<file path="config.mk">
export PLATFORM = sky130hd
export DESIGN_NAME = irq_front_end
export DESIGN_NICKNAME = d
export VERILOG_FILES = /design/src/common/irq_fe_pkg.sv /design/src/hw/irq_front_end.sv /design/src/hw/noise_filter.sv /design/src/hw/fetch_trap.sv
export SDC_FILE = /design/constraint.sdc
export NUM_CORES = 1
export LEC_CHECK = 0
export ABC_CLOCK_PERIOD_IN_PS = 3700
export BUFFER_PORTS_ARGS = -buffer_cell sky130_fd_sc_hd__buf_4
export CORE_MARGIN = 3
export CORE_UTILIZATION = 55
export DETAILED_ROUTE_END_ITERATION = 12
export HOLD_SLACK_MARGIN = 0.15
export MAX_ROUTING_LAYER = met4
export PLACE_DENSITY = 0.9
export SLEW_MARGIN = 30
export SYNTH_ARGS = -nofsm -noshare
export SYNTH_HDL_FRONTEND = slang
export SYNTH_SLANG_ARGS = --single-unit
</file>
<file path="constraint.sdc">
create_clock -name SYS_CLK -period 3.7 [get_ports SYS_CLK]
set_clock_uncertainty 0.2 [all_clocks]
set_input_delay 0.74 -clock SYS_CLK [delete_from_list [all_inputs] [get_ports SYS_CLK]]
set_output_delay 0.74 -clock SYS_CLK [all_outputs]
set_load 0.01 [all_outputs]
</file>
<file path="src/common/irq_fe_pkg.sv">
/*
 Shared constants of the interrupt source front end: register indices,
 field positions, reset values and noise filter counts.
 Assumes a 32-bit AXI4-Lite register bus, one word per register index.
*/
`default_nettype none
package irq_fe_pkg;
   // ****************************************************************
   // Register indices (byte address is four times the index)
   // ****************************************************************
   localparam logic [5:0] IDX_WDOG_CTRL = 6'h34;
   localparam logic [5:0] IDX_EXT_CTRL  = 6'h37;
   localparam logic [5:0] IDX_MODE      = 6'h38;
   localparam logic [5:0] IDX_PIN_STAT  = 6'h3B;
   localparam logic [5:0] IDX_ENABLE    = 6'h3A;
   localparam logic [5:0] IDX_LATCH     = 6'h3C;
   localparam logic [5:0] IDX_SRC_SEL   = 6'h3E;
   localparam logic [5:0] IDX_LAST      = 6'h3F;
   // ****************************************************************
   // Field positions and reset values
   // ****************************************************************
   localparam int         CTL_FILT_SEL  = 7;
   localparam int         CTL_PIN_SEL   = 6;
   localparam int         CTL_TRIG4_LO  = 4;
   localparam int         CTL_ES3       = 3;
   localparam int         CTL_ES2       = 2;
   localparam int         CTL_ES1       = 1;
   localparam logic [7:0] CTL_RST       = 8'h00;
   localparam logic [7:0] CTL_WMASK     = 8'hFE;
   localparam int         MODE_SLOW     = 0;
   localparam int         MODE_SCHIP    = 1;
   localparam logic [1:0] MODE_RST      = 2'h2;
   localparam int         EN_MASTER     = 7;
   localparam logic [1:0] TRIG_RISE     = 2'h0;
   localparam logic [1:0] TRIG_FALL     = 2'h1;
   localparam logic [1:0] TRIG_BOTH     = 2'h2;
   localparam logic [1:0] TRIG_HIGH     = 2'h3;
   localparam logic [7:0] TRAP_OPCODE   = 8'hFF;
   // ****************************************************************
   // Filter times in clock periods, and stable counts derived from them
   // ****************************************************************
   localparam int FC_REJ_A   = 2;
   localparam int FC_ACC_A   = 7;
   localparam int FC_REJ_L   = 63;
   localparam int FC_ACC_L   = 193;
   localparam int FC_REJ_S   = 15;
   localparam int FC_ACC_S   = 49;
   localparam int FC_REJ_M   = 7;
   localparam int FC_ACC_M   = 25;
   localparam int FS10_REJ   = 10;
   localparam int FS10_ACC   = 35;
   localparam int FS10_LATE  = 60;
   localparam logic [7:0] CNT_A    = 8'((FC_REJ_A + FC_ACC_A) / 2);
   localparam logic [7:0] CNT_L    = 8'((FC_REJ_L + FC_ACC_L) / 2);
   localparam logic [7:0] CNT_S    = 8'((FC_REJ_S + FC_ACC_S) / 2);
   localparam logic [7:0] CNT_M    = 8'((FC_REJ_M + FC_ACC_M) / 2);
   localparam logic [7:0] CNT_SLOW = 8'((FS10_REJ + FS10_ACC) / 20);
endpackage
`default_nettype wire

</file>
<file path="src/hw/irq_front_end.sv">
/*
 Interrupt source front end: fault sources, six filtered external
 interrupt pins and their registers on an AXI4-Lite slave.
 Assumes pins synchronous to SYS_CLK and LOW_FREQ_TICK one cycle per
 low-frequency clock period.
*/
// The AXI4-Lite register port was decided locally.
`timescale 1ns/1ns
`default_nettype none
module irq_front_end #(
   parameter int          ADDR_W  = 12,
   parameter logic [15:0] RAM_TOP = 16'h083F
) (
   // Clock and reset
   input  wire logic              SYS_CLK,
   input  wire logic              ARST_N,
   // AXI4-Lite write address and data
   input  wire logic [ADDR_W-1:0] AWADDR,
   input  wire logic              AWVALID,
   output var  logic              AWREADY,
   input  wire logic [31:0]       WDATA,
   input  wire logic [3:0]        WSTRB,
   input  wire logic              WVALID,
   output var  logic              WREADY,
   // AXI4-Lite write response
   output var  logic [1:0]        BRESP,
   output var  logic              BVALID,
   input  wire logic              BREADY,
   // AXI4-Lite read
   input  wire logic [ADDR_W-1:0] ARADDR,
   input  wire logic              ARVALID,
   output var  logic              ARREADY,
   output var  logic [31:0]       RDATA,
   output var  logic [1:0]        RRESP,
   output var  logic              RVALID,
   input  wire logic              RREADY,
   // Fetch side of the core
   input  wire logic              FETCH_VALID,
   input  wire logic [15:0]       FETCH_ADDR,
   input  wire logic [7:0]        FETCH_DATA,
   input  wire logic              FETCH_MAPPED,
   input  wire logic              UNDEF_EXEC,
   // Fault interrupts
   output var  logic [7:0]        OPCODE_OUT,
   output var  logic              SW_TRAP_IRQ,
   output var  logic              ILLEGAL_OPCODE_IRQ,
   output var  logic              FETCH_VIOL_IRQ,
   output var  logic              TRAP_RESET_OUT,
   // External interrupt pins
   input  wire logic [5:0]        EXT_PIN,
   input  wire logic              LOW_FREQ_TICK,
   input  wire logic [5:0]        EXT_IRQ_ACK,
   output var  logic [5:0]        EXT_IRQ_REQ,
   output var  logic              PIN_ZERO_IS_IRQ
);
   // ****************************************************************
   // Elaboration checks
   // ****************************************************************
   if (ADDR_W < 8 || ADDR_W > 32) begin : g_chk
      $error("irq_front_end: ADDR_W must be 8 to 32");
   end

   // ****************************************************************
   // Address decode
   // ****************************************************************
   localparam logic [1:0] RESP_OKAY   = 2'h0;
   localparam logic [1:0] RESP_SLVERR = 2'h2;

   function automatic logic addr_ok(input logic [ADDR_W-1:0] a);
      logic [ADDR_W-1:0] hi;
      hi      = a >> 8;
      addr_ok = (hi == '0) && (a[1:0] == 2'h0);
   endfunction

   function automatic logic [5:0] addr_idx(input logic [ADDR_W-1:0] a);
      addr_idx = a[7:2];
   endfunction

   // ****************************************************************
   // Register state
   // ****************************************************************
   logic [7:0]        ctrl_r;
   logic [1:0]        mode_r;
   logic              wdog_r;
   logic [7:0]        en_r;
   logic [1:0]        src_r;
   logic [5:0]        latch_r;
   logic [5:0]        latch_nxt;
   logic              armed_r;
   logic [ADDR_W-1:0] awaddr_r;
   logic [31:0]       wdata_r;
   logic              wstrb0_r;
   logic              aw_full_r;
   logic              w_full_r;

   // ****************************************************************
   // Write channel
   // ****************************************************************
   wire       aw_take = AWVALID && AWREADY;
   wire       w_take  = WVALID && WREADY;
   wire       wr_fire = aw_full_r && w_full_r && !BVALID;
   wire       b_done  = BVALID && BREADY;
   wire       wr_ok   = addr_ok(awaddr_r);
   wire [5:0] wr_idx  = addr_idx(awaddr_r);
   wire       wr_en   = wr_fire && wr_ok && wstrb0_r;
   wire [7:0] wr_byte = wdata_r[7:0];

   wire wr_ctrl  = wr_en && wr_idx == irq_fe_pkg::IDX_EXT_CTRL;
   wire wr_mode  = wr_en && wr_idx == irq_fe_pkg::IDX_MODE;
   wire wr_wdog  = wr_en && wr_idx == irq_fe_pkg::IDX_WDOG_CTRL;
   wire wr_en_r  = wr_en && wr_idx == irq_fe_pkg::IDX_ENABLE;
   wire wr_src   = wr_en && wr_idx == irq_fe_pkg::IDX_SRC_SEL;
   wire wr_latch = wr_en && wr_idx == irq_fe_pkg::IDX_LATCH;

   always_ff @(posedge SYS_CLK or negedge ARST_N) begin
      if (!ARST_N) begin
         AWREADY   <= 1'b1;
         WREADY    <= 1'b1;
         aw_full_r <= 1'b0;
         w_full_r  <= 1'b0;
         awaddr_r  <= '0;
         wdata_r   <= 32'h0000_0000;
         wstrb0_r  <= 1'b0;
      end else begin
         if (aw_take) begin
            awaddr_r  <= AWADDR;
            aw_full_r <= 1'b1;
            AWREADY   <= 1'b0;
         end else if (wr_fire) begin
            aw_full_r <= 1'b0;
         end else if (b_done) begin
            AWREADY <= 1'b1;
         end
         if (w_take) begin
            wdata_r  <= WDATA;
            wstrb0_r <= WSTRB[0];
            w_full_r <= 1'b1;
            WREADY   <= 1'b0;
         end else if (wr_fire) begin
            w_full_r <= 1'b0;
         end else if (b_done) begin
            WREADY <= 1'b1;
         end
      end
   end

   always_ff @(posedge SYS_CLK or negedge ARST_N) begin
      if (!ARST_N) begin
         BVALID <= 1'b0;
         BRESP  <= RESP_OKAY;
      end else if (wr_fire) begin
         BVALID <= 1'b1;
         BRESP  <= wr_ok ? RESP_OKAY : RESP_SLVERR;
      end else if (b_done) begin
         BVALID <= 1'b0;
      end
   end

   // ****************************************************************
   // Control registers
   // ****************************************************************
   always_ff @(posedge SYS_CLK or negedge ARST_N) begin
      if (!ARST_N) begin
         ctrl_r <= irq_fe_pkg::CTL_RST;
         mode_r <= irq_fe_pkg::MODE_RST;
         wdog_r <= 1'b0;
         en_r   <= 8'h00;
         src_r  <= 2'h0;
      end else begin
         if (wr_ctrl) begin
            ctrl_r <= wr_byte & irq_fe_pkg::CTL_WMASK;
         end
         if (wr_mode) begin
            mode_r <= wr_byte[1:0];
         end
         if (wr_wdog) begin
            wdog_r <= wr_byte[0];
         end
         if (wr_en_r) begin
            en_r <= wr_byte & 8'hBF;
         end
         if (wr_src) begin
            src_r <= wr_byte[1:0];
         end
      end
   end

   // ****************************************************************
   // Fault sources
   // ****************************************************************
   fetch_trap #(
      .AW      (16),
      .RAM_TOP (RAM_TOP)
   ) u_trap (
      .clk           (SYS_CLK),
      .arst_n        (ARST_N),
      .fetch_valid   (FETCH_VALID),
      .fetch_addr    (FETCH_ADDR),
      .fetch_data    (FETCH_DATA),
      .mem_present   (FETCH_MAPPED),
      .undef_exec    (UNDEF_EXEC),
      .single_chip   (mode_r[irq_fe_pkg::MODE_SCHIP]),
      .trap_to_reset (wdog_r),
      .opcode        (OPCODE_OUT),
      .sw_irq        (SW_TRAP_IRQ),
      .undef_irq     (ILLEGAL_OPCODE_IRQ),
      .viol_irq      (FETCH_VIOL_IRQ),
      .viol_rst      (TRAP_RESET_OUT)
   );

   // ****************************************************************
   // Noise filter timing
   // ****************************************************************
   wire       slow     = mode_r[irq_fe_pkg::MODE_SLOW];
   wire       samp     = slow ? LOW_FREQ_TICK : 1'b1;
   wire [7:0] thr_one  = ctrl_r[irq_fe_pkg::CTL_FILT_SEL] ?
                         irq_fe_pkg::CNT_S : irq_fe_pkg::CNT_L;
   wire [7:0] thr_fast [6];
   wire [7:0] thr      [6];

   assign thr_fast[0] = irq_fe_pkg::CNT_A;
   assign thr_fast[1] = thr_one;
   assign thr_fast[2] = irq_fe_pkg::CNT_M;
   assign thr_fast[3] = irq_fe_pkg::CNT_M;
   assign thr_fast[4] = irq_fe_pkg::CNT_M;
   assign thr_fast[5] = irq_fe_pkg::CNT_A;

   wire [5:0] lvl;
   wire [5:0] rise;
   wire [5:0] fall;

   for (genvar i = 0; i < 6; i++) begin : g_flt
      assign thr[i] = slow ? irq_fe_pkg::CNT_SLOW : thr_fast[i];
      noise_filter #(
         .CNT_W (8)
      ) u_flt (
         .clk       (SYS_CLK),
         .arst_n    (ARST_N),
         .pin       (EXT_PIN[i]),
         .sample_en (samp),
         .thr       (thr[i]),
         .level     (lvl[i]),
         .rise      (rise[i]),
         .fall      (fall[i])
      );
   end

   // ****************************************************************
   // Trigger selection
   // ****************************************************************
   wire [1:0] trig4 = ctrl_r[irq_fe_pkg::CTL_TRIG4_LO +: 2];
   wire       hit4_edge = (trig4 == irq_fe_pkg::TRIG_RISE && rise[4]) ||
                          (trig4 == irq_fe_pkg::TRIG_FALL && fall[4]) ||
                          (trig4 == irq_fe_pkg::TRIG_BOTH &&
                           (rise[4] || fall[4]));
   wire       hit4_lvl  = trig4 == irq_fe_pkg::TRIG_HIGH &&
                          lvl[4] && armed_r;
   wire [5:0] set;

   assign set[0] = fall[0] && ctrl_r[irq_fe_pkg::CTL_PIN_SEL];
   assign set[1] = ctrl_r[irq_fe_pkg::CTL_ES1] ? fall[1] : rise[1];
   assign set[2] = ctrl_r[irq_fe_pkg::CTL_ES2] ? fall[2] : rise[2];
   assign set[3] = ctrl_r[irq_fe_pkg::CTL_ES3] ? fall[3] : rise[3];
   assign set[4] = (hit4_edge || hit4_lvl) && !src_r[0];
   assign set[5] = fall[5] && !src_r[1];

   // ****************************************************************
   // Interrupt latches
   // ****************************************************************
   wire [5:0] clr = EXT_IRQ_ACK | (wr_latch ? wr_byte[5:0] : 6'h00);

   // Set wins over a clear in the same cycle
   assign latch_nxt = set | (latch_r & ~clr);

   always_ff @(posedge SYS_CLK or negedge ARST_N) begin
      if (!ARST_N) begin
         latch_r         <= 6'h00;
         armed_r         <= 1'b0;
         EXT_IRQ_REQ     <= 6'h00;
         PIN_ZERO_IS_IRQ <= 1'b0;
      end else begin
         latch_r <= latch_nxt;
         armed_r <= armed_r | rise[4];
         EXT_IRQ_REQ <= latch_nxt & en_r[5:0] &
                        {6{en_r[irq_fe_pkg::EN_MASTER]}};
         PIN_ZERO_IS_IRQ <= ctrl_r[irq_fe_pkg::CTL_PIN_SEL];
      end
   end

   // ****************************************************************
   // Read channel
   // ****************************************************************
   wire       ar_take = ARVALID && ARREADY;
   wire       r_done  = RVALID && RREADY;
   wire       rd_ok   = addr_ok(ARADDR);
   wire [5:0] rd_idx  = addr_idx(ARADDR);
   logic [7:0] rd_byte;

   always_comb begin
      case (rd_idx)
         irq_fe_pkg::IDX_EXT_CTRL:  rd_byte = ctrl_r;
         irq_fe_pkg::IDX_MODE:      rd_byte = {6'h00, mode_r};
         irq_fe_pkg::IDX_WDOG_CTRL: rd_byte = {7'h00, wdog_r};
         irq_fe_pkg::IDX_ENABLE:    rd_byte = en_r;
         irq_fe_pkg::IDX_SRC_SEL:   rd_byte = {6'h00, src_r};
         irq_fe_pkg::IDX_LATCH:     rd_byte = {2'h0, latch_r};
         irq_fe_pkg::IDX_PIN_STAT:  rd_byte = {2'h0, lvl};
         default:                   rd_byte = 8'h00;
      endcase
   end

   always_ff @(posedge SYS_CLK or negedge ARST_N) begin
      if (!ARST_N) begin
         ARREADY <= 1'b1;
         RVALID  <= 1'b0;
         RDATA   <= 32'h0000_0000;
         RRESP   <= RESP_OKAY;
      end else if (ar_take) begin
         ARREADY <= 1'b0;
         RVALID  <= 1'b1;
         RDATA   <= rd_ok ? {24'h00_0000, rd_byte} : 32'h0000_0000;
         RRESP   <= rd_ok ? RESP_OKAY : RESP_SLVERR;
      end else if (r_done) begin
         ARREADY <= 1'b1;
         RVALID  <= 1'b0;
      end
   end

   // Software must disable the enables before clock or control changes
   // or the filter may produce a false edge.
endmodule
`default_nettype wire

</file>
<file path="src/hw/noise_filter.sv">
/*
 Digital noise filter for one interrupt pin with edge pulses.
 Assumes the pin is synchronous to clk; sample_en paces the count.
*/
`timescale 1ns/1ns
`default_nettype none
module noise_filter #(
   parameter int CNT_W = 8
) (
   // Clock and reset
   input  wire logic             clk,
   input  wire logic             arst_n,
   // Pin and timing
   input  wire logic             pin,
   input  wire logic             sample_en,
   input  wire logic [CNT_W-1:0] thr,
   // Filtered result
   output var  logic             level,
   output var  logic             rise,
   output var  logic             fall
);
   if (CNT_W < 8) begin : g_chk
      $error("noise_filter: CNT_W must be at least 8");
   end

   logic [CNT_W-1:0] cnt_r;
   logic [CNT_W-1:0] cnt_nxt;
   logic             primed_r;
   wire              diff    = pin != level;
   wire [CNT_W-1:0]  cnt_inc = cnt_r + CNT_W'(1);
   wire              hit     = diff && sample_en && (cnt_inc >= thr);

   // Any return to the held level restarts the count
   assign cnt_nxt = (!diff || hit) ? '0 :
                    (sample_en && cnt_inc != '0) ? cnt_inc : cnt_r;

   always_ff @(posedge clk or negedge arst_n) begin
      if (!arst_n) begin
         cnt_r    <= '0;
         primed_r <= 1'b0;
         level    <= 1'b1;
         rise     <= 1'b0;
         fall     <= 1'b0;
      end else begin
         primed_r <= primed_r | sample_en;
         cnt_r    <= primed_r ? cnt_nxt : '0;
         if (!primed_r && sample_en) begin
            level <= pin;
         end else if (primed_r && hit) begin
            level <= pin;
         end
         rise <= primed_r && hit && pin;
         fall <= primed_r && hit && !pin;
      end
   end
endmodule
`default_nettype wire

</file>
<file path="src/hw/fetch_trap.sv">
/*
 Fetch-side fault sources: trap opcode, illegal opcode, forbidden fetch.
 Assumes one fetch strobe per fetched byte from the core.
*/
`timescale 1ns/1ns
`default_nettype none
module fetch_trap #(
   parameter int          AW      = 16,
   parameter logic [15:0] RAM_TOP = 16'h083F
) (
   // Clock and reset
   input  wire logic          clk,
   input  wire logic          arst_n,
   // Fetch from the core
   input  wire logic          fetch_valid,
   input  wire logic [AW-1:0] fetch_addr,
   input  wire logic [7:0]    fetch_data,
   input  wire logic          mem_present,
   input  wire logic          undef_exec,
   // Configuration
   input  wire logic          single_chip,
   input  wire logic          trap_to_reset,
   // Results
   output var  logic [7:0]    opcode,
   output var  logic          sw_irq,
   output var  logic          undef_irq,
   output var  logic          viol_irq,
   output var  logic          viol_rst
);
   if (AW != 16) begin : g_chk
      $error("fetch_trap: AW must be 16");
   end

   wire       in_trap  = fetch_addr <= RAM_TOP;
   wire       blank    = single_chip && !mem_present;
   wire [7:0] op_eff   = blank ? irq_fe_pkg::TRAP_OPCODE : fetch_data;
   wire       is_trap  = fetch_valid && !in_trap &&
                         op_eff == irq_fe_pkg::TRAP_OPCODE;

   always_ff @(posedge clk or negedge arst_n) begin
      if (!arst_n) begin
         opcode    <= 8'h00;
         sw_irq    <= 1'b0;
         undef_irq <= 1'b0;
         viol_irq  <= 1'b0;
         viol_rst  <= 1'b0;
      end else begin
         if (fetch_valid) begin
            opcode <= op_eff;
         end
         sw_irq    <= is_trap;
         undef_irq <= undef_exec && !is_trap;
         viol_irq  <= fetch_valid && in_trap && !trap_to_reset;
         viol_rst  <= fetch_valid && in_trap && trap_to_reset;
      end
   end
endmodule
`default_nettype wire

</file>
==> impl_metrics.json <==
{
  "finalSetupViolCount": 0,
  "slew_viol_final": 0,
  "p_int_w": 0.00319,
  "drt_iter0_markers": 659,
  "via_per_inst": 5.83,
  "grt_pass1_vias": 6271,
  "ys_types": 71,
  "cp_cell_sequence": "and2_1 > and2_1 > xor2_1 > ha_1 > nand2b_1 > mux2i_1 > a211o_1 > a221oi_4 > o221ai_4 > a311oi_2",
  "status": "finished, final reports clean",
  "powerDensity_nw_per_um2": 469,
  "die_w_um": 127,
  "synth_fa_ha_area_share_pct": 2.97,
  "cts_tree": "done",
  "ir_worst_vdd_uv": 310,
  "ctsHoldBuffers": 1,
  "pwr-share-comb_pct": 15.6,
  "antenna_left": 0,
  "p_seq_share_pct": 47.6,
  "drc": 0,
  "worstMarginPinSlew_ns": 0.706,
  "async_flop_share_pct": 100,
  "leakage_nw": 4.45,
  "max_stage_delay_ns": 0.52,
  "start_util_pct": 57.1,
  "final_layout_size_suffix_gt1_share_pct": 23.9,
  "die_h_um": 127,
  "crit_slowest_cell": "dfrtp_1",
  "drt_wl_total_um": 18600,
  "slew_headroom_pct": 52.7,
  "dp_hpwl_um": 12700,
  "synth_compound_area_share_pct": 13.3,
  "synth-simple-area-share_pct": 18.1,
  "reg2reg_slack_ns": 0.59,
  "use_met1_pct": 29.8,
  "max-clock-path-buffers": 2,
  "synth_xor_area_share_pct": 3.28,
  "syn_to_final_growth_pct": 17.7,
  "ys.flop_type": "dfrtp_1",
  "yosysWarningCount": 0,
  "synthMuxAreaShare_pct": 9.09,
  "path_max_fanout": 9,
  "cts.htree.levels": 4,
  "cpLargestDelayFamily": "compound AO/OA/AOI/OAI gates",
  "cts_resized": 0,
  "avgSynthCellArea_um2": 10.2,
  "pwr-share-clk_pct": 36.8,
  "period_needed_ns": 3.11,
  "cts_buffers": 17,
  "hp-class": "primary input to flop",
  "n_antenna_cell": 0,
  "grt_max_degree": 68,
  "met3_usage_pct": 5.89,
  "worstSetupPathType": "flop to flop",
  "ios": 167,
  "grt_pass1_wl_um": 31000,
  "clock_latency_ns": 0.43,
  "layout_commonest_cell": "dfrtp_1",
  "hold_viol": 0,
  "synth_top_family_by_area": "simple AND/OR/NAND/NOR gates",
  "cts.sinks": 153,
  "layout_common_cells": "143 x dfrtp_1, 114 x buf_4, 72 x nand2_1",
  "setup_ws_ns": 0.594,
  "portBuffers": 107,
  "worstSetupEndpointType": "flop",
  "clk_pin_slew_ns": 0.06,
  "die_area_um2": 16100,
  "overflow": 0,
  "crit_arrival_ns": 3.24,
  "track_usage_pct": 24.5,
  "rows": 43,
  "dr.pass1.iters": 5,
  "rsz0062_at_grt": "false",
  "final_net_count": 1013,
  "place.gp.congestion": 0.898,
  "switching_share_pct": 27.9,
  "grt_antenna_before_repair": 0,
  "startpoint_type": "flop",
  "synth_cells": 787,
  "grt_util_met2_pct": 41.4,
  "synth_area_um2": 8010,
  "pre_cts_slack_ns": 0.631,
  "cp_common_cell": "and2_1",
  "p_switching_w": 0.00123,
  "ys_ff_latch": 153,
  "busiest_layer": "met2",
  "maxCapViolCount": 0,
  "cts_root_buf": "clkbuf_16",
  "period_share_pct": 84.0,
  "clock.fmax_mhz": 322,
  "core_um2": 14000,
  "dr_total_vias": 6291,
  "synth_edf_count": 0,
  "setup_tns_ns": 0,
  "wl_per_cell_um": 17.2,
  "crit_required_ns": 3.83,
  "cp.buffers_inverters": 0,
  "post_cts_buffers": 0,
  "synth-seq-area-share_pct": 47.9
}
==> layer usage <==
layer  vias to the layer above  share of wire [%]
li1                       2987                  -
met5                         -                  0
met1                      3050                 41
met4                         0                1.8
met2                       223                 50
met3                        31                7.0
==> cell type report <==
class	instances	area [um^2]
clock buffers	25	475
clock inverters	7	72.6
fillers	1036	4610
inverters	20	75.1
multi-input cells	578	3840
flip-flops and latches	153	3840
well taps	180	225
repair buffers	117	897
==> worst register-to-register path, cell delays in order, from the launching register on <==
cell,delay [ns]
dfrtp_1,0.52
and2_1,0.28
and2_1,0.25
xor2_1,0.18
ha_1,0.28
nand2b_1,0.09
mux2i_1,0.07
a211o_1,0.30
a221oi_4,0.39
o221ai_4,0.22
a311oi_2,0.22
==> cell usage after synthesis, types with 5 or more instances <==
cell      count  share of area (%)
dfrtp_1     143                 45
nand2_1      72                3.4
nor2_1       56                2.6
mux2_2       44                6.2
a21oi_1      42                2.6
buf_4        27                2.5
clkbuf_1     27                1.3
nand3_1      27                1.7
o21ai_0      26                1.6
and3_1       21                1.6
mux2i_1      21                2.6
inv_1        20               0.94
ha_1         19                3.0
nor3_1       17                1.1
xor2_1       16                1.7
nand2b_1     14                1.1
xnor2_1      14                1.5
and2_1       13                1.0
nand4_1      13                1.0
a31oi_1      11               0.86
or3_1        11               0.86
dfstp_2      10                3.3
nor2b_1      10               0.78
a211oi_1      7               0.66
a22o_1        7               0.77
nor3b_1       7               0.66
o22ai_1       7               0.55
a22oi_1       5               0.47
nor4_1        5               0.39
==> flip-flops by register name, indices dropped and copies added, names as in the netlist, 7 cells and up <==
register           cells
g_flt.u_flt.cnt_r     48
u_trap.opcode          8
awaddr_r              12
en_r                   7
RDATA                  8
ctrl_r                 7
wdata_r                8
==> power groups by stage <==
stage                     logic, W  clock network, W  registers [W]
after CTS                 0.000695           0.00165        0.00210
after global placement    0.000635                 0        0.00210
after floorplan           0.000472                 0        0.00205
after detailed placement  0.000670                 0        0.00212
after global routing      0.000768           0.00173        0.00213
final                     0.000690           0.00163        0.00210
==> through the flow <==
stage	cells	hold WS [ns]	cell area, um^2	util, %	total power (W)
detailed placement	1047	0.249	8870	63.2	0.00279
CTS	1080	0.255	9430	67.2	0.00444
global route	1080	0.250	9430	67.2	0.00463
global placement	1047	0.249	8870	63.2	0.00274
floorplan	812	0.191	8110	-	0.00252
finish	1080	0.261	9430	67.2	0.00442
==> logic make-up (layout without fill, tap and decap cells) <==
group,after synthesis,count (layout)
AO/OA/AOI/OAI,152,152
XOR/XNOR,30,30
adder cells (fa/ha/maj),19,19
buffers and inverters,81,169
flip-flops,153,153
multiplexers,67,67
other,1,26
AND/OR/NAND/NOR,284,284
==> path summary, 6_finish.rpt <==
path	to	from	depth (start not counted)
max reg2reg	g_flt[1].u_flt.cnt_r[5]	g_flt[1].u_flt.cnt_r[2]	10
min reg2reg	armed_r	g_flt[4].u_flt.rise	1
min	AWREADY	AWVALID	2
max in group asynchronous	mode_r[1]	ARST_N	3
min in group asynchronous	EXT_IRQ_REQ[3]	ARST_N	2
max	g_flt[1].u_flt.cnt_r[5]	g_flt[1].u_flt.cnt_r[2]	10
Note: power is estimated with default switching activity, not from simulation.
